$ cat src/common/pdt_pkg.sv
// Shared constants, types and helpers for the clock loop divider and trigger output register bank.
// Assumes an 8-bit register file behind a 15-bit serial control port address.
`default_nettype none

package pdt_pkg;

   // ==========================================================
   // Serial control port framing
   localparam int ADDR_W      = 15;          // Register address width
   localparam int DATA_W      = 8;           // Register data width
   localparam logic [4:0] ADDR_DONE_BITS = 5'h10;   // Direction bit plus address
   localparam logic [4:0] FRAME_BITS     = 5'h18;   // Whole single-register frame

   // ==========================================================
   // Register offsets
   localparam logic [14:0] ADDR_FB_VP   = 15'h003d;  // pll_feedback_vp_divider
   localparam logic [14:0] ADDR_FB_N    = 15'h003e;  // pll_feedback_n_divider
   localparam logic [14:0] ADDR_OSC     = 15'h003f;  // oscillator_bias_control
   localparam logic [14:0] ADDR_EMPH    = 15'h0048;  // lane_preemphasis_control
   localparam logic [14:0] ADDR_TRIG    = 15'h0057;  // trigger_output_control

   // ==========================================================
   // Reset values
   localparam logic [7:0] RST_FB_VP     = 8'h00;
   localparam logic [7:0] RST_FB_N      = 8'h20;
   localparam logic [7:0] RST_OSC       = 8'h4f;
   localparam logic [7:0] RST_EMPH      = 8'h00;
   localparam logic [7:0] RST_TRIG      = 8'h00;
   localparam logic [7:0] RD_UNMAPPED   = 8'h00;     // Answer for unmapped reads

   // ==========================================================
   // Field positions
   localparam int V_LSB    = 0;   // First feedback divider code, 1:0
   localparam int P_LSB    = 2;   // Second feedback divider code, 3:2
   localparam int N_LSB    = 0;   // Third feedback divider value, 5:0
   localparam int BIAS_LSB = 0;   // Oscillator bias level, 6:0
   localparam int EMPH_LSB = 0;   // Lane emphasis level, 3:0
   localparam int TEN_BIT  = 7;   // Trigger output enable
   localparam int TSEL_LSB = 0;   // Trigger output select, 2:0
   localparam int LANES    = 8;   // Serial output lanes sharing emphasis

   // Loop ratio values applied after reset
   localparam logic [2:0]  RST_V_RATIO = 3'h5;
   localparam logic [2:0]  RST_P_RATIO = 3'h1;
   localparam logic [5:0]  RST_N_RATIO = 6'h20;

   // ==========================================================
   // Trigger output select codes
   typedef enum logic [2:0] {
      TSEL_UI16  = 3'b000,
      TSEL_UI32  = 3'b001,
      TSEL_UI64  = 3'b010,
      TSEL_STAMP = 3'b011
   } pdt_trig_sel_t;

   // Half periods of the UI clocks, in UI ticks
   localparam logic [4:0] HALF_UI16 = 5'h08;
   localparam logic [4:0] HALF_UI32 = 5'h10;
   localparam logic [5:0] HALF_UI64 = 6'h20;  // Wider, 32 does not fit five bits

   // Register write request from the serial port
   typedef struct packed {
      logic              wr;     // One-cycle write strobe
      logic [14:0]       addr;   // Latched address
      logic [7:0]        wdata;  // Write data
   } pdt_reg_req_t;

   // ==========================================================
   // First divider code to ratio, zero for the reserved code
   function automatic logic [2:0] v_ratio(input logic [1:0] code);
      case (code)
         2'h0:    v_ratio = 3'h5;
         2'h1:    v_ratio = 3'h4;
         2'h2:    v_ratio = 3'h3;
         default: v_ratio = 3'h0;
      endcase
   endfunction

   // Second divider code to ratio, zero for the reserved code
   function automatic logic [2:0] p_ratio(input logic [1:0] code);
      case (code)
         2'h0:    p_ratio = 3'h1;
         2'h1:    p_ratio = 3'h2;
         2'h2:    p_ratio = 3'h4;
         default: p_ratio = 3'h0;
      endcase
   endfunction

endpackage

`default_nettype wire

$ cat src/rtl/pdt_regs.sv
// Top of the clock loop divider, oscillator bias, lane emphasis and trigger output register bank.
// Assumes the loop hold reset and serializer strobes come from logic on CLK_I; pins are asynchronous.
//
// What this block does
// Second divider code: 1, 2, 4; 3 reserved
// First divider code: 5, 4, 3; 3 reserved
// Third divider divides by value, 1 to 63
// Software holds loop reset while changing dividers
// Software writes reserved fields as zero
// Software programs oscillator bias 0x4A, not 0x4F
// One emphasis level drives all eight lanes
// Enable bit 7 gates trigger buffer, divider
// Select: 16, 32, 64 UI, timestamp; rest reserved
// Software changes select only while disabled
// UI clocks derive from serializer; reinit disrupts
// Total ratio is product of three dividers
`timescale 1ns/1ps
`default_nettype none

module pdt_regs
   import pdt_pkg::*;
(
   input  wire logic          CLK_I,                   // 200 MHz system clock
   input  wire logic          NRST_I,                  // Asynchronous reset, active low
   input  wire logic          CE_I,                    // Clock enable
   input  wire logic          SPI_SCLK_I,              // Serial control clock pin
   input  wire logic          SPI_CS_N_I,              // Serial chip select pin, active low
   input  wire logic          SPI_SDI_I,               // Serial data in pin
   output logic               SPI_SDO_O,               // Serial data out
   output logic               SPI_SDO_OE_N_O,          // Serial data out enable, active low
   input  wire logic          LOOP_HOLD_RESET_I,       // Clock loop held in reset
   input  wire logic          SER_UI_TICK_I,           // One pulse per serializer UI
   input  wire logic          SER_REINIT_I,            // Serializer re-initialising
   input  wire logic          TIMESTAMP_PULSE_INPUT_I, // Timestamp pin
   output logic [2:0]         FB_V_RATIO_O,            // Applied first divider ratio
   output logic [2:0]         FB_P_RATIO_O,            // Applied second divider ratio
   output logic [5:0]         FB_N_RATIO_O,            // Applied third divider ratio
   output logic [4:0]         FB_SAMPLE_RATIO_O,       // Oscillator to sampling clock ratio
   output logic [10:0]        FB_TOTAL_RATIO_O,        // Oscillator to phase detector ratio
   output logic [6:0]         OSC_BIAS_LEVEL_O,        // Oscillator bias level
   output logic [31:0]        LANE_EMPHASIS_LEVEL_O,   // Four bits per lane, lane 0 lowest
   output logic               TRIG_OUT_ENABLE_O,       // Trigger buffer enabled
   output logic               TRIG_CLOCK_OUTPUT_O      // Trigger output level
);

   // ==========================================================
   // Serial control port
   pdt_reg_req_t req;      // Address and write strobe
   logic [7:0]   rdata;    // Read data for the latched address

   pdt_spi_port u_spi (
      .clk_i      (CLK_I),
      .rst_n_i    (NRST_I),
      .ce_i       (CE_I),
      .sclk_i     (SPI_SCLK_I),
      .cs_n_i     (SPI_CS_N_I),
      .sdi_i      (SPI_SDI_I),
      .rdata_i    (rdata),
      .req_o      (req),
      .sdo_o      (SPI_SDO_O),
      .sdo_oe_n_o (SPI_SDO_OE_N_O)
   );

   // ==========================================================
   // Register storage
   logic [7:0] fb_vp;     // pll_feedback_vp_divider
   logic [7:0] fb_n;      // pll_feedback_n_divider
   logic [7:0] osc_bias;  // oscillator_bias_control
   logic [7:0] emph;      // lane_preemphasis_control
   logic [7:0] trig;      // trigger_output_control

   // Whole bytes stored; reserved bits read back as written, zero expected
   always_ff @(posedge CLK_I or negedge NRST_I) begin
      if (!NRST_I) begin
         fb_vp    <= RST_FB_VP;
         fb_n     <= RST_FB_N;
         osc_bias <= RST_OSC;        // Power-up bias; software must replace it
         emph     <= RST_EMPH;
         trig     <= RST_TRIG;       // Trigger output starts disabled
      end else if (CE_I && req.wr) begin
         case (req.addr)
            ADDR_FB_VP: fb_vp    <= req.wdata;
            ADDR_FB_N:  fb_n     <= req.wdata;
            ADDR_OSC:   osc_bias <= req.wdata;
            ADDR_EMPH:  emph     <= req.wdata;
            ADDR_TRIG:  trig     <= req.wdata;
            default:    ;          // Unmapped writes are dropped
         endcase
      end
   end

   // Read mux, registered; address is stable long before data shifts out
   always_ff @(posedge CLK_I or negedge NRST_I) begin
      if (!NRST_I) begin
         rdata <= RD_UNMAPPED;
      end else if (CE_I) begin
         case (req.addr)
            ADDR_FB_VP: rdata <= fb_vp;
            ADDR_FB_N:  rdata <= fb_n;
            ADDR_OSC:   rdata <= osc_bias;
            ADDR_EMPH:  rdata <= emph;
            ADDR_TRIG:  rdata <= trig;
            default:    rdata <= RD_UNMAPPED;
         endcase
      end
   end

   // ==========================================================
   // Clock loop feedback dividers
   logic [2:0]  next_v;      // Decoded first divider ratio
   logic [2:0]  next_p;      // Decoded second divider ratio
   logic [5:0]  next_n;      // Third divider value
   logic        loop_ok;     // All three settings legal
   logic [4:0]  next_samp;   // First times second
   logic [10:0] next_total;  // All three multiplied

   // Decode the programmed codes
   always_comb begin
      next_v     = v_ratio(fb_vp[V_LSB +: 2]);
      next_p     = p_ratio(fb_vp[P_LSB +: 2]);
      next_n     = fb_n[N_LSB +: 6];
      loop_ok    = (next_v != 3'h0) && (next_p != 3'h0) && (next_n != 6'h00);
      next_samp  = 5'(next_v) * 5'(next_p);
      next_total = 11'(next_samp) * 11'(next_n);
   end

   // Settings reach the loop only while it is held in reset, so a divider
   // never changes under a running loop; reserved codes and zero are ignored
   always_ff @(posedge CLK_I or negedge NRST_I) begin
      if (!NRST_I) begin
         FB_V_RATIO_O      <= RST_V_RATIO;
         FB_P_RATIO_O      <= RST_P_RATIO;
         FB_N_RATIO_O      <= RST_N_RATIO;
         FB_SAMPLE_RATIO_O <= 5'(RST_V_RATIO) * 5'(RST_P_RATIO);
         FB_TOTAL_RATIO_O  <= 11'(RST_V_RATIO) * 11'(RST_P_RATIO) * 11'(RST_N_RATIO);
      end else if (CE_I && LOOP_HOLD_RESET_I && loop_ok) begin
         FB_V_RATIO_O      <= next_v;
         FB_P_RATIO_O      <= next_p;
         FB_N_RATIO_O      <= next_n;
         FB_SAMPLE_RATIO_O <= next_samp;
         FB_TOTAL_RATIO_O  <= next_total;
      end
   end

   // ==========================================================
   // Oscillator bias and lane emphasis
   // Bias follows the register at once; the recommended value is software's job
   always_ff @(posedge CLK_I or negedge NRST_I) begin
      if (!NRST_I) begin
         OSC_BIAS_LEVEL_O      <= RST_OSC[BIAS_LSB +: 7];
         LANE_EMPHASIS_LEVEL_O <= {LANES{RST_EMPH[EMPH_LSB +: 4]}};
      end else if (CE_I) begin
         OSC_BIAS_LEVEL_O      <= osc_bias[BIAS_LSB +: 7];
         LANE_EMPHASIS_LEVEL_O <= {LANES{emph[EMPH_LSB +: 4]}};
      end
   end

   // ==========================================================
   // Trigger output
   logic       trig_en;     // Enable bit
   logic [2:0] trig_sel;    // Select field
   logic [4:0] half;        // UI ticks per half period, minus one
   assign trig_en  = trig[TEN_BIT];
   assign trig_sel = trig[TSEL_LSB +: 3];

   // Half period lookup, minus one since the counter starts at zero
   always_comb begin
      case (trig_sel)
         TSEL_UI16: half = HALF_UI16 - 5'h01;
         TSEL_UI32: half = HALF_UI32 - 5'h01;
         TSEL_UI64: half = 5'(HALF_UI64 - 6'h01);
         default:   half = 5'h1f;
      endcase
   end

   // Timestamp pin synchroniser; stable copy is the resampled stamp
   logic ts_m, ts_s;
   always_ff @(posedge CLK_I or negedge NRST_I) begin
      if (!NRST_I) begin
         ts_m <= 1'b0;
         ts_s <= 1'b0;
      end else if (CE_I) begin
         ts_m <= TIMESTAMP_PULSE_INPUT_I;
         ts_s <= ts_m;
      end
   end

   // UI divider counts serializer ticks; a reinit restarts it, so the
   // output briefly stops rather than carrying a stale phase
   logic [4:0] ui_cnt;   // Ticks in this half period
   logic       ui_clk;   // Divided clock level
   always_ff @(posedge CLK_I or negedge NRST_I) begin
      if (!NRST_I) begin
         ui_cnt <= 5'h00;
         ui_clk <= 1'b0;
      end else if (CE_I) begin
         if (!trig_en || SER_REINIT_I) begin
            ui_cnt <= 5'h00;
            ui_clk <= 1'b0;
         end else if (trig_sel <= TSEL_UI64 && SER_UI_TICK_I) begin
            if (ui_cnt == half) begin
               ui_cnt <= 5'h00;
               ui_clk <= ~ui_clk;
            end else begin
               ui_cnt <= ui_cnt + 5'h01;
            end
         end
      end
   end

   // Output mux, registered; reserved selects hold the output low
   always_ff @(posedge CLK_I or negedge NRST_I) begin
      if (!NRST_I) begin
         TRIG_OUT_ENABLE_O   <= 1'b0;
         TRIG_CLOCK_OUTPUT_O <= 1'b0;
      end else if (CE_I) begin
         TRIG_OUT_ENABLE_O <= trig_en;
         if (!trig_en) begin
            TRIG_CLOCK_OUTPUT_O <= 1'b0;
         end else begin
            case (trig_sel)
               TSEL_UI16, TSEL_UI32, TSEL_UI64: TRIG_CLOCK_OUTPUT_O <= ui_clk;
               TSEL_STAMP:                      TRIG_CLOCK_OUTPUT_O <= ts_s;
               default:                         TRIG_CLOCK_OUTPUT_O <= 1'b0;
            endcase
         end
      end
   end

endmodule

`default_nettype wire

$ cat src/rtl/pdt_spi_port.sv
// Serial control port slave: 24-bit frames, direction bit, 15-bit address, 8 data bits, MSB first.
// Assumes serial clock and chip select are asynchronous to clk_i and much slower than it.
`timescale 1ns/1ps
`default_nettype none

module pdt_spi_port
   import pdt_pkg::*;
(
   input  wire logic         clk_i,      // System clock
   input  wire logic         rst_n_i,    // Asynchronous reset, active low
   input  wire logic         ce_i,       // Clock enable, freezes all state
   input  wire logic         sclk_i,     // Serial clock pin
   input  wire logic         cs_n_i,     // Chip select pin, active low
   input  wire logic         sdi_i,      // Serial data in pin
   input  wire logic [7:0]   rdata_i,    // Read data for the latched address
   output var pdt_reg_req_t  req_o,      // Address and write strobe
   output logic              sdo_o,      // Serial data out
   output logic              sdo_oe_n_o  // Output enable, low while driving
);

   // ==========================================================
   // Pin synchronisers
   logic sclk_m, sclk_s, sclk_d;   // Serial clock: meta, stable, delayed
   logic cs_m, cs_s;               // Chip select
   logic sdi_m, sdi_s;             // Serial data

   // Two flops per pin, three on the serial clock; only stable copies feed logic
   always_ff @(posedge clk_i or negedge rst_n_i) begin
      if (!rst_n_i) begin
         sclk_m <= 1'b0;
         sclk_s <= 1'b0;
         sclk_d <= 1'b0;
         cs_m   <= 1'b1;
         cs_s   <= 1'b1;
         sdi_m  <= 1'b0;
         sdi_s  <= 1'b0;
      end else if (ce_i) begin
         sclk_m <= sclk_i;
         sclk_s <= sclk_m;
         sclk_d <= sclk_s;
         cs_m   <= cs_n_i;
         cs_s   <= cs_m;
         sdi_m  <= sdi_i;
         sdi_s  <= sdi_m;
      end
   end

   logic sclk_rise;   // Serial clock rising edge seen
   logic sclk_fall;   // Serial clock falling edge seen
   assign sclk_rise = sclk_s & ~sclk_d;
   assign sclk_fall = ~sclk_s & sclk_d;

   // ==========================================================
   // Frame receive
   logic [4:0]  bit_cnt;    // Rising edges in this frame, saturates
   logic [22:0] shift_in;   // Received bits
   logic        is_read;    // Direction bit of this frame

   // Count and shift; a frame is cut short by chip select going high
   always_ff @(posedge clk_i or negedge rst_n_i) begin
      if (!rst_n_i) begin
         bit_cnt  <= 5'h00;
         shift_in <= 23'h00_0000;
      end else if (ce_i) begin
         if (cs_s) begin
            bit_cnt <= 5'h00;
         end else if (sclk_rise && bit_cnt != FRAME_BITS) begin
            bit_cnt  <= bit_cnt + 5'h01;
            shift_in <= {shift_in[21:0], sdi_s};
         end
      end
   end

   // Address latch and write strobe; writes only after all 24 bits
   always_ff @(posedge clk_i or negedge rst_n_i) begin
      if (!rst_n_i) begin
         req_o   <= '0;
         is_read <= 1'b0;
      end else if (ce_i) begin
         req_o.wr <= 1'b0;
         if (!cs_s && sclk_rise) begin
            if (bit_cnt == ADDR_DONE_BITS - 5'h01) begin
               req_o.addr <= {shift_in[13:0], sdi_s};
               is_read    <= shift_in[14];
            end else if (bit_cnt == FRAME_BITS - 5'h01 && !is_read) begin
               req_o.wr    <= 1'b1;
               req_o.wdata <= {shift_in[6:0], sdi_s};
            end
         end
      end
   end

   // ==========================================================
   // Read data out, changing on falling serial clock edges
   logic [7:0] tx;   // Remaining read bits

   // First bit goes out on the fall right after the address
   always_ff @(posedge clk_i or negedge rst_n_i) begin
      if (!rst_n_i) begin
         tx         <= 8'h00;
         sdo_o      <= 1'b0;
         sdo_oe_n_o <= 1'b1;
      end else if (ce_i) begin
         if (cs_s) begin
            sdo_o      <= 1'b0;
            sdo_oe_n_o <= 1'b1;
         end else begin
            sdo_oe_n_o <= ~(is_read && bit_cnt >= ADDR_DONE_BITS);
            if (sclk_fall && is_read && bit_cnt == ADDR_DONE_BITS) begin
               sdo_o <= rdata_i[7];
               tx    <= {rdata_i[6:0], 1'b0};
            end else if (sclk_fall && is_read && bit_cnt > ADDR_DONE_BITS) begin
               sdo_o <= tx[7];
               tx    <= {tx[6:0], 1'b0};
            end
         end
      end
   end

endmodule

`default_nettype wire

$ cat config.mk
export PLATFORM = sky130hd
export DESIGN_NAME = pdt_regs
export DESIGN_NICKNAME = d
export VERILOG_FILES = /design/src/common/pdt_pkg.sv /design/src/rtl/pdt_regs.sv /design/src/rtl/pdt_spi_port.sv
export SDC_FILE = /design/constraint.sdc
export NUM_CORES = 1
export LEC_CHECK = 0
export CAP_MARGIN = 20
export CORE_MARGIN = 5
export CORE_UTILIZATION = 52
export DETAILED_ROUTE_END_ITERATION = 6
export DONT_BUFFER_PORTS = 1
export GPL_TIMING_DRIVEN = 0
export MAX_ROUTING_LAYER = met4
export PLACE_DENSITY = 0.69
export SLEW_MARGIN = 25
export SYNTH_ARGS = -nofsm -noshare
export SYNTH_HDL_FRONTEND = slang
export SYNTH_SLANG_ARGS = --single-unit
$ cat constraint.sdc
create_clock -name CLK_I -period 7.69 [get_ports CLK_I]
set_input_delay 0.769 -clock CLK_I [delete_from_list [all_inputs] [get_ports CLK_I]]
set_output_delay 0.769 -clock CLK_I [all_outputs]
set_load 0.02 [all_outputs]
==> flow_summary.yaml, run 1 <==
drt:
  routedWlPerCell_um: 18.57
  route.met3.wl_um: 942
  highest-signal-layer: "met4"
  detailed_route_wirelength_on_metal2_um: 8018
  route.detailed.vias_per_inst: 5.894
  first_pass_iters: 4
  first_iter_violations: 355
  via_count: 5210
  routed_wirelength_um: 16420
  drt_drc_violations_left: 0
  m1WireLength_um: 7195
  ant_nets: 0
grt:
  globalRouteTotalUtil: 0.1979
  grt_pass1_vias: 5259
  grt_first_pass_wirelength_um: 27460
  grt_antenna_before_repair: 0
  grt_remaining_overflow: 0
  grt_max_degree: 159
sta:
  fin_worst_hold_slack_ns: 0.03910
  worst_pin_slew_ns: 0.8766
  timing.final.setup_violations: 0
  layout_worst_path_cycle_share: 0.8016
  timing.fmax_mhz: 162.2
  unrepaired_setup_endpoints_after_global_routing: "false"
  fin_tns_setup_ns: 0
  layout_min_cycle_time_ns: 6.165
  max-slew-margin-rel: 0.4111
  timing.clock.skew_ns: 0.008024
  final_hold_violations: 0
  final_max_slew_violation_count: 0
logic_synthesis:
  mappedNetlistNets: 714
  synthTopCellsByArea: "dfrtp_1, mux2_2, dfstp_2"
  post_synth_top_area_cell: "dfrtp_1"
  synthMostInstantiatedCell: "dfrtp_1"
  synth.top_cells.by_count: "dfrtp_1, mux2_2, nand2_1, buf_4, o21ai_0"
  syn-cell-area_sq_um: 7993
  yosys_warnings: 0
  post_synth_inst_count: 664
  synth-edff-count: 0
  synth-seq-cells: 158
  synthArstFlopShare: 1.000
  postSynth.topFlopCell: "dfrtp_1"
  synth_sequential_area_ratio: 0.4981
  synth.lib_cells_used.distinct: 61
  synthesis.area_per_instance_sq_um: 12.04
  yosysTopAreaCellShare: 0.4258
final_layout:
  layoutNonFillerInstCount: 884
  n_antenna_cell: 0
  postLayoutCellArea_sq_um: 8845
  final_layout_size_suffix_gt1_frac: 0.3118
  syn_to_final_growth_pct: 10.66
  n_fill_cell: 1231
  nNetsFinal: 733
die:
  io_pins: 81
  die_y_extent_um: 134.0
  core_region_area_sq_um: 15150
  fp-row-count: 45
  die_w_um: 134.0
  die_area_sq_um: 17950
  initial_core_utilization: 0.5277
critical_path:
  critical_path.endpoint: "FB_TOTAL_RATIO_O[9]"
  critPathMaxFanout: 10
  critPathLaunchType: "flop"
  arrival_ns: 6.52
  critical_path.reg2reg.startpoint: "fb_vp[1]"
  startpoint: "fb_vp[1]"
  critical_path.endpoint_type: "flop"
  worstReg2RegEnd: "FB_TOTAL_RATIO_O[9]"
  timing.setup.critical_path_class: "flop to flop"
  reg2regPathDepth: 20
  worstPathRequired_ns: 8.05
  r2r_slack_ns: 1.53
cts:
  path_clk_slew_ns: 0.06
  ctsResizeCount: 0
  numClockSinks: 158
  cts_hold_buf: 0
  cts-htree-levels: 4
  clockRootBuffer: "clkbuf_16"
  tritoncts: "built"
  post_cts_buffers: 0
  clock_tree.buffer_depth: 2
  cts_inserted_buffers: 17
  clock_insertion_delay_worst_skew_ns: 0.43
pwr:
  leakagePower_nw: 4.323
  share_seq_of_total_power: 0.483
  switching_power_of_the_nets_mw: 0.4123
  power.share.switching: 0.2257
  total_power_per_unit_cell_area_nw_per_um2: 206.5
  cell_internal_pwr_mw: 1.414
  peakVddDrop_v: 0.0001517
  power.total_mw: 1.827
  clock_power_share: 0.476
  combPwrFrac: 0.041
place:
  gpl.final_weighted_congestion: 0.8743
  placed_instances: 852
  io_buffer_count: 0
  dpl_cell_area_sq_um: 8228
  place_hpwl_um: 11640
flow_run:
  max_cap_viol_count: 0
worst_hold_path:
  hp-class: "primary input to async pin"
status:
  outcome: "complete, no violations"
[layer usage]
layer,vias to the layer above,track usage
li1,2374,-
met1,2675,0.2490
met2,137,0.3147
met3,24,0.05701
met4,0,0.05657
met5,-,-
[layout by cell type (no fill, tap or decap), types with 3 or more instances in the layout]
cell type,synthesis,final
buf_4,31,31
nor2b_1,4,4
and2_1,29,29
a31oi_1,4,4
inv_6,0,4
mux2_2,115,115
o21ai_0,30,30
o22a_1,6,6
ha_1,26,26
a21oi_1,4,4
fa_1,14,14
inv_1,21,21
nor4_1,8,7
a211oi_1,4,4
clkbuf_16,0,17
nand2b_1,8,8
nand4_1,3,3
buf_2,3,3
bufinv_16,0,3
dfrtp_1,136,136
a21o_1,6,6
or3_1,3,3
a22o_1,3,3
dfstp_2,22,22
clkinvlp_4,0,3
buf_1,5,5
a32oi_1,3,3
nand2_1,64,64
nor2_1,22,22
xor2_1,6,6
mux2i_1,8,8
xnor2_1,3,3
a22oi_1,12,12
nor3_1,8,8
nand3_1,6,6
clkbuf_1,8,9
[cell families (layout without fill, tap and decap cells)]
kind of cell               Yosys count  in the layout  synth area share
AOI/OAI and AO/OA                   89             89           0.07624
muxes                              123            123            0.1720
buffers and inverters               69            101           0.04837
xor gates and xnor gates             9              9          0.009863
adders and majority gates           40             40           0.07577
DFF                                158            158            0.4981
and+or+nand+nor                    176            176            0.1196
[worst min-delay path by stage]
stage / startpoint / end / slack, ns / cells after the start
floorplan: u_spi.tx[1] / u_spi.tx[1] / 0.45 / 2
global placement: u_spi.tx[2] / u_spi.tx[2] / 0.46 / 2
detailed placement: u_spi.tx[2] / u_spi.tx[2] / 0.47 / 2
CTS: NRST_I / FB_TOTAL_RATIO_O[9] / 0.02 / 0
global route: NRST_I / FB_TOTAL_RATIO_O[9] / 0.02 / 0
finish: NRST_I / FB_TOTAL_RATIO_O[6] / 0.04 / 0
[registers in the layout, indices dropped and copies added, names as in the netlist, 4 cells and up]
register and flops:
u_spi.bit_cnt 5, OSC_BIAS_LEVEL_O 7, FB_N_RATIO_O 6, emph 8, fb_n 8, FB_TOTAL_RATIO_O 11, LANE_EMPHASIS_LEVEL_O 4, u_spi.tx 7
ui_cnt 5, u_spi.shift_in 15, trig 8, osc_bias 8, u_spi.req_o 24, FB_SAMPLE_RATIO_O 5, fb_vp 8, rdata 8
[stage by stage]
stage	utilization	setup WS [ns]
global placement	0.5432	1.774
finish	0.5840	1.525
detailed placement	0.5432	1.593
global route	0.5840	1.211
CTS	0.5836	1.477
floorplan	-	2.298
[worst max-delay path: stages, from the launching register on]
cell,delay [ns]
dfrtp_1,0.32
clkbuf_1,0.36
nand2b_1,0.13
nor2_1,0.16
fa_1,0.46
ha_1,0.22
fa_1,0.39
xnor2_1,0.16
xnor2_1,0.55
and2_1,0.25
fa_1,0.42
fa_1,0.55
inv_1,0.06
fa_1,0.53
inv_1,0.04
ha_1,0.34
o21ai_0,0.10
o21bai_1,0.19
a31oi_1,0.14
or4b_2,0.64
nand3_1,0.09
[power by group through the flow]
stage	Sequential (mW)	Combinational, mW	Clock [mW]
finish	0.883	0.0743	0.870
global route	0.887	0.0803	0.928
CTS	0.883	0.0749	0.885
detailed placement	0.898	0.0745	0
global placement	0.897	0.0703	0
floorplan	0.889	0.0608	0
[cell type report]
cell class	instances	area, sq um	share of cell area
clock inverter	14	181.4	0.02051
tap	188	235.2	0.02660
inverter	21	78.83	0.008912
clock buffer	18	429.2	0.04852
multi-input combinational	437	3631	0.4105
buffer	48	307.8	0.03480
sequential	158	3981	0.4501
No activity file was read; power rests on OpenSTA's default activity.
==> inputs of run 2 (changes only) <==
- ABC_AREA: default -> 1
- PLACE_DENSITY: 0.69 -> 0.72
- clock period: 7.69 -> 5.5 ns (I/O delays scaled with it)
==> run 2 against run 1 <==
First-iteration DRC count is 61% higher. Core utilization is 0.076 points lower. Largest power group unchanged. Critical path type unchanged. Largest cell class unchanged. Sequential share of layout area is 1.5 points lower. Highest routed layer unchanged.
==> flow_summary.yaml, run 2 <==
status:
  outcome: "complete, no violations"
critical_path:
  critPathLaunchType: "flop"
  cp_cell_sequence: "inv_1 -> or2_2 -> nor2_2 -> fa_1 -> ha_1 -> fa_1 -> xor2_2 -> xnor2_2 -> inv_2 -> nor2_2 -> fa_1 -> fa_1 -> inv_1 -> fa_1 -> inv_1 -> ha_1 -> inv_1 -> nand2_1 -> nand3_1 -> nand2_1 -> xnor2_2 -> o21ai_1"
  worstPathRequired_ns: 5.80
  critical_path.endpoint_type: "flop"
  crit_path_frequent_cell: "fa_1"
  slowest_delay_ns: 0.56
  critPathMaxFanout: 7
  arrival_ns: 5.67
  startpoint: "fb_vp[1]"
  worstReg2RegEnd: "FB_TOTAL_RATIO_O[8]"
  critical_path.reg2reg.startpoint: "fb_vp[1]"
  timing.setup.critical_path_class: "flop to flop"
  reg2regPathDepth: 22
  r2r_slack_ns: 0.14
  critical_path.endpoint: "FB_TOTAL_RATIO_O[8]"
  slowest_stage_cell_crit_path: "fa_1"
logic_synthesis:
  mappedNetlistNets: 1005
  syn-cell-area_sq_um: 8213
  post_synth_inst_count: 955
  synth-edff-count: 0
  post_synth_top_area_cell: "dfrtp_1"
  synthMostInstantiatedCell: "nand2_1"
  synth.top_cells.by_count: "nand2_1, dfrtp_1, inv_1, nor2_1, o21ai_1"
  synthArstFlopShare: 1.000
  yosys_warnings: 0
  synth-seq-cells: 158
  synthTopCellsByArea: "dfrtp_1, nand2_1, dfstp_2"
  synthesis.area_per_instance_sq_um: 8.600
  yosysTopAreaCellShare: 0.4144
  synth.lib_cells_used.distinct: 39
  postSynth.topFlopCell: "dfrtp_1"
  synth_sequential_area_ratio: 0.4848
die:
  initial_core_utilization: 0.5227
  fp-row-count: 46
  io_pins: 81
  core_region_area_sq_um: 15710
  die_area_sq_um: 18410
  die_y_extent_um: 135.7
  die_w_um: 135.7
sta:
  final_max_slew_violation_count: 0
  final_hold_violations: 0
  layout_worst_path_cycle_share: 0.9753
  timing.clock.skew_ns: 0.007987
  timing.final.setup_violations: 0
  fin_ws_ns: 0.1361
  layout_min_cycle_time_ns: 5.364
  timing.fmax_mhz: 186.4
  max-slew-margin-rel: 0.4877
  worst_pin_slew_ns: 0.7685
drt:
  first_pass_iters: 5
  drt_drc_violations_left: 0
  routedWlPerCell_um: 15.25
  routed_wirelength_um: 18460
  via_count: 6383
  route.detailed.vias_per_inst: 5.275
  ant_nets: 0
  first_iter_violations: 571
pwr:
  peakVddDrop_v: 0.0002011
  leakagePower_nw: 4.496
  total_power_per_unit_cell_area_nw_per_um2: 275.9
cts:
  path_clk_slew_ns: 0.06
  clockRootBuffer: "clkbuf_16"
  cts_inserted_buffers: 17
  numClockSinks: 158
  clock_tree.buffer_depth: 2
  cts-htree-levels: 4
  clock_insertion_delay_worst_skew_ns: 0.42
  tritoncts: "built"
place:
  io_buffer_count: 0
  place_worst_setup_slack_ns: -0.04293
  dpl_cell_area_sq_um: 8483
  place_hpwl_um: 12880
  gpl.final_weighted_congestion: 0.8561
final_layout:
  reg_top3: "u_spi.req_o x24, u_spi.shift_in x15, FB_TOTAL_RATIO_O x11"
  postLayoutCellArea_sq_um: 9164
  layout.cells.most_common: "nand2_1"
  nNetsFinal: 1031
  n_antenna_cell: 0
  largest_reg_flops: 24
  syn_to_final_growth_pct: 11.58
  regMostFlops: "u_spi.req_o"
  mostFrequentLayoutCells: "nand2_1, dfrtp_1, inv_1"
  utilization: 0.5832
  final_layout_size_suffix_gt1_frac: 0.1549
grt:
  globalRouteTotalUtil: 0.2144
  grt_antenna_before_repair: 0
  grt_max_degree: 156
  grt_remaining_overflow: 0
  grt_pass1_vias: 6040
  grt_first_pass_wirelength_um: 30580
flow_run:
  max_cap_viol_count: 0
worst_hold_path:
  hp-class: "primary input to async pin"
[run 2: cell types whose count changed after synthesis, moves of 29 or more]
cell     before  now
and2_1       29    0
inv_1        21  115
mux2_2      115    0
nand2_1      64  242
nand3_1       6   57
nor2_1       22   66
o21ai_1       0   62
[run 2: what timing repair did]
item | in CTS | in global routing
setup buffers | 1 | 4
resized for setup | 2 | 7
hold endpoints to repair | 155 | 0
pin swaps | 1 | 1
hold buffers | 2 | 0
endpoints found under the setup margin | 1 | 5
[run 2: critical path, delay by kind of cell (launching register included)]
kind / cells / cell delay, ns
simple gates: 6 / 0.78
buf+inv: 5 / 0.39
xor+xnor: 3 / 0.54
compound gates: 1 / 0.09
fa+ha+maj: 7 / 3.00
flops: 1 / 0.45
[run 2: worst min path at each step]
stage	start	to
floorplan	NRST_I	FB_N_RATIO_O[0]
CTS	NRST_I	u_spi.shift_in[9]
global route	NRST_I	u_spi.shift_in[8]
detailed placement	NRST_I	u_spi.shift_in[8]
finish	NRST_I	u_spi.shift_in[8]
global placement	NRST_I	FB_TOTAL_RATIO_O[9]
[run 2: layer usage]
metal	global-route usage	wire length (um)	vias to the layer above
met5	-	0	-
met4	0.06159	271	0
met3	0.04718	1279	23
met2	0.3208	8459	197
met1	0.2970	8447	3058
li1	-	-	3105
[run 2: stage by stage]
step	setup TNS, ns	cells	total power [mW]	hold WS, ns
3_3_place_gp	0	1171	1.368	0.2592
6_report	0	1210	2.529	0.1090
4_1_cts	0	1206	2.549	0.1801
3_5_place_dp	-0.04293	1171	1.374	0.2615
2_1_floorplan	0	955	1.338	0.2544
5_1_grt	-0.1278	1210	2.634	0.1933
[run 2: area by class of cell]
type                       instances  area, sq um
fill                            1376         6549
timing repair buffer               7        75.07
buffer                            61        399.1
sequential                       158         3985
inverter                         119        446.7
clock inverter                    13        141.4
tap                              216        270.3
clock buffer                      19        432.9
multi-input combinational        617         3413
[run 2: cell families after synthesis]
| group | Yosys count | synth area share |
|---|---|---|
| adders and majority gates | 40 | 0.07374 |
| DFF | 158 | 0.4848 |
| AOI/OAI and AO/OA | 153 | 0.1044 |
| buffers and inverters | 180 | 0.1030 |
| xor gates and xnor gates | 9 | 0.009598 |
| and+or+nand+nor | 415 | 0.2246 |
[run 2: power breakdown]
| group | internal, mW | leakage [nW] | switching, mW | total [mW] |
|---|---|---|---|---|
| sequential | 1.22 | 2.05 | 0.0312 | 1.25 |
| clock | 0.669 | 0.273 | 0.480 | 1.15 |
| combinational | 0.0354 | 2.18 | 0.0967 | 0.132 |
==> inputs of run 3 (changes only) <==
- PLACE_DENSITY: 0.72 -> 0.7
==> run 3 against run 2 <==
Sequential cell count stayed put. Sequential share of layout area is 0.22 points lower. Worst hold slack worse by 0.020 ns. First-iteration DRC count is 15% lower. Sequential power hardly changed. Total power is 3.8% higher.
==> flow_summary.yaml, run 3 (synthesis gave the netlist of run 2 again) <==
sta:
  worst_pin_slew_ns: 0.8257
  timing.fmax_mhz: 190.2
  fin_ws_ns: 0.2417
  fin_worst_hold_slack_ns: 0.08916
  timing.clock.skew_ns: 0.009235
  max-slew-margin-rel: 0.4495
  layout_worst_path_cycle_share: 0.9561
  final_max_slew_violation_count: 0
  layout_min_cycle_time_ns: 5.258
  timing.final.setup_violations: 0
  final_hold_violations: 0
cts:
  numClockSinks: 158
  clock_tree.buffer_depth: 2
  cts_inserted_buffers: 17
  cts-htree-levels: 4
  path_clk_slew_ns: 0.07
  clock_insertion_delay_worst_skew_ns: 0.43
  tritoncts: "built"
  clockRootBuffer: "clkbuf_16"
critical_path:
  timing.setup.critical_path_class: "flop to flop"
  arrival_ns: 5.61
  critPathLaunchType: "flop"
  critPathMaxFanout: 6
  worstPathRequired_ns: 5.85
  critical_path.endpoint_type: "flop"
drt:
  ant_nets: 0
  first_pass_iters: 5
  drt_drc_violations_left: 0
  routed_wirelength_um: 18360
  via_count: 6245
  routedWlPerCell_um: 15.17
  route.detailed.vias_per_inst: 5.161
  first_iter_violations: 486
place:
  placed_instances: 1171
  place_worst_setup_slack_ns: -0.1158
  dpl_cell_area_sq_um: 8483
  io_buffer_count: 0
  place_hpwl_um: 13020
  gpl.final_weighted_congestion: 0.8412
final_layout:
  syn_to_final_growth_pct: 12.14
  utilization: 0.5862
  final_layout_size_suffix_gt1_frac: 0.1569
  postLayoutCellArea_sq_um: 9210
  largest_reg_flops: 24
  layout.cells.most_common: "nand2_1"
  regMostFlops: "u_spi.req_o"
  n_antenna_cell: 0
  mostFrequentLayoutCells: "nand2_1, dfrtp_1, inv_1"
  nNetsFinal: 1031
  reg_top3: "u_spi.req_o x24, u_spi.shift_in x15, FB_TOTAL_RATIO_O x11"
  layoutNonFillerInstCount: 1210
flow_run:
  max_cap_viol_count: 0
grt:
  globalRouteTotalUtil: 0.2149
  grt_use_met1: 0.2912
  grt_remaining_overflow: 0
  grt_antenna_before_repair: 0
  grt_pass1_vias: 6043
  grt_first_pass_wirelength_um: 30440
  global_route.peak_usage_layer: "met2"
  use_met3: 0.04755
  grt_max_degree: 159
  gr-usage-met2: 0.3216
worst_hold_path:
  hp-class: "primary input to async pin"
pwr:
  total_power_per_unit_cell_area_nw_per_um2: 285.1
  peakVddDrop_v: 0.0002173
  leakagePower_nw: 4.518
die:
  die_y_extent_um: 135.7
  initial_core_utilization: 0.5227
  fp-row-count: 46
  die_w_um: 135.7
  core_region_area_sq_um: 15710
  io_pins: 81
  die_area_sq_um: 18410
status:
  outcome: "complete, no violations"
==> run 3: worst max-delay path, cell delays in order, from the launching register on <==
cell and delay, ns:
dfrtp_2 0.42, inv_1 0.06, or2_2 0.30, nor2_2 0.12, fa_1 0.45, ha_1 0.23
fa_1 0.41, xor2_2 0.18, xnor2_2 0.21, inv_2 0.11, nor2_2 0.13, fa_1 0.44
fa_1 0.55, inv_1 0.05, fa_1 0.52, inv_1 0.04, ha_1 0.30, inv_1 0.09
nand2_1 0.11, nand3_1 0.10, nand2_1 0.08, xnor2_2 0.15, o21ai_1 0.13
==> run 3: routing by layer <==
metal / routed length [um] / vias to the layer above
li1: - / 3107
met3: 1124 / 28
met2: 8333 / 165
met4: 379 / 0
met5: 0 / -
met1: 8517 / 2945
==> run 3: power breakdown <==
group | internal [mW] | switching, mW | leakage, nW
logic | 0.0348 | 0.0955 | 2.18
registers | 1.22 | 0.0301 | 2.05
clock network | 0.762 | 0.488 | 0.294
==> run 3: metrics by stage <==
stage	TNS, ns	power (mW)
after floorplan	0	1.338
after global placement	0	1.367
after detailed placement	-0.1158	1.372
after CTS	0	2.634
after global routing	-0.001342	2.711
final	0	2.626
==> run 3: path summary, 6_finish.rpt <==
check	slack, ns	start	cells past startpoint	end
max reg2reg	0.24	fb_vp[1]	22	FB_TOTAL_RATIO_O[8]
min in group CLK_I	0.22	SPI_CS_N_I	2	u_spi.cs_m
min	0.09	NRST_I	1	u_spi.req_o[16]
min reg2reg	0.46	u_spi.cs_m	2	u_spi.cs_m
max in group asynchronous	4.73	NRST_I	1	fb_vp[0]
max	0.24	fb_vp[1]	22	FB_TOTAL_RATIO_O[8]
==> run 3: repair_timing <==
action                                  4_1_cts  5_1_grt
endpoints found under the hold margin       158        0
hold buffers                                  1        0
buffers inserted                              0        6
resized for setup                             5        5
endpoints found under the setup margin        4        6
pin swaps                                     0        2
==> run 3: area by class of cell <==
class	instances	area, sq um
Tap cell	216	270.3
Inverter	119	446.7
Timing Repair Buffer	7	72.57
Clock buffer	19	432.9
Fill cell	1391	6502
Multi-Input combinational cell	617	3416
Sequential cell	158	3985
Clock inverter	13	187.7
Buffer	61	399.1
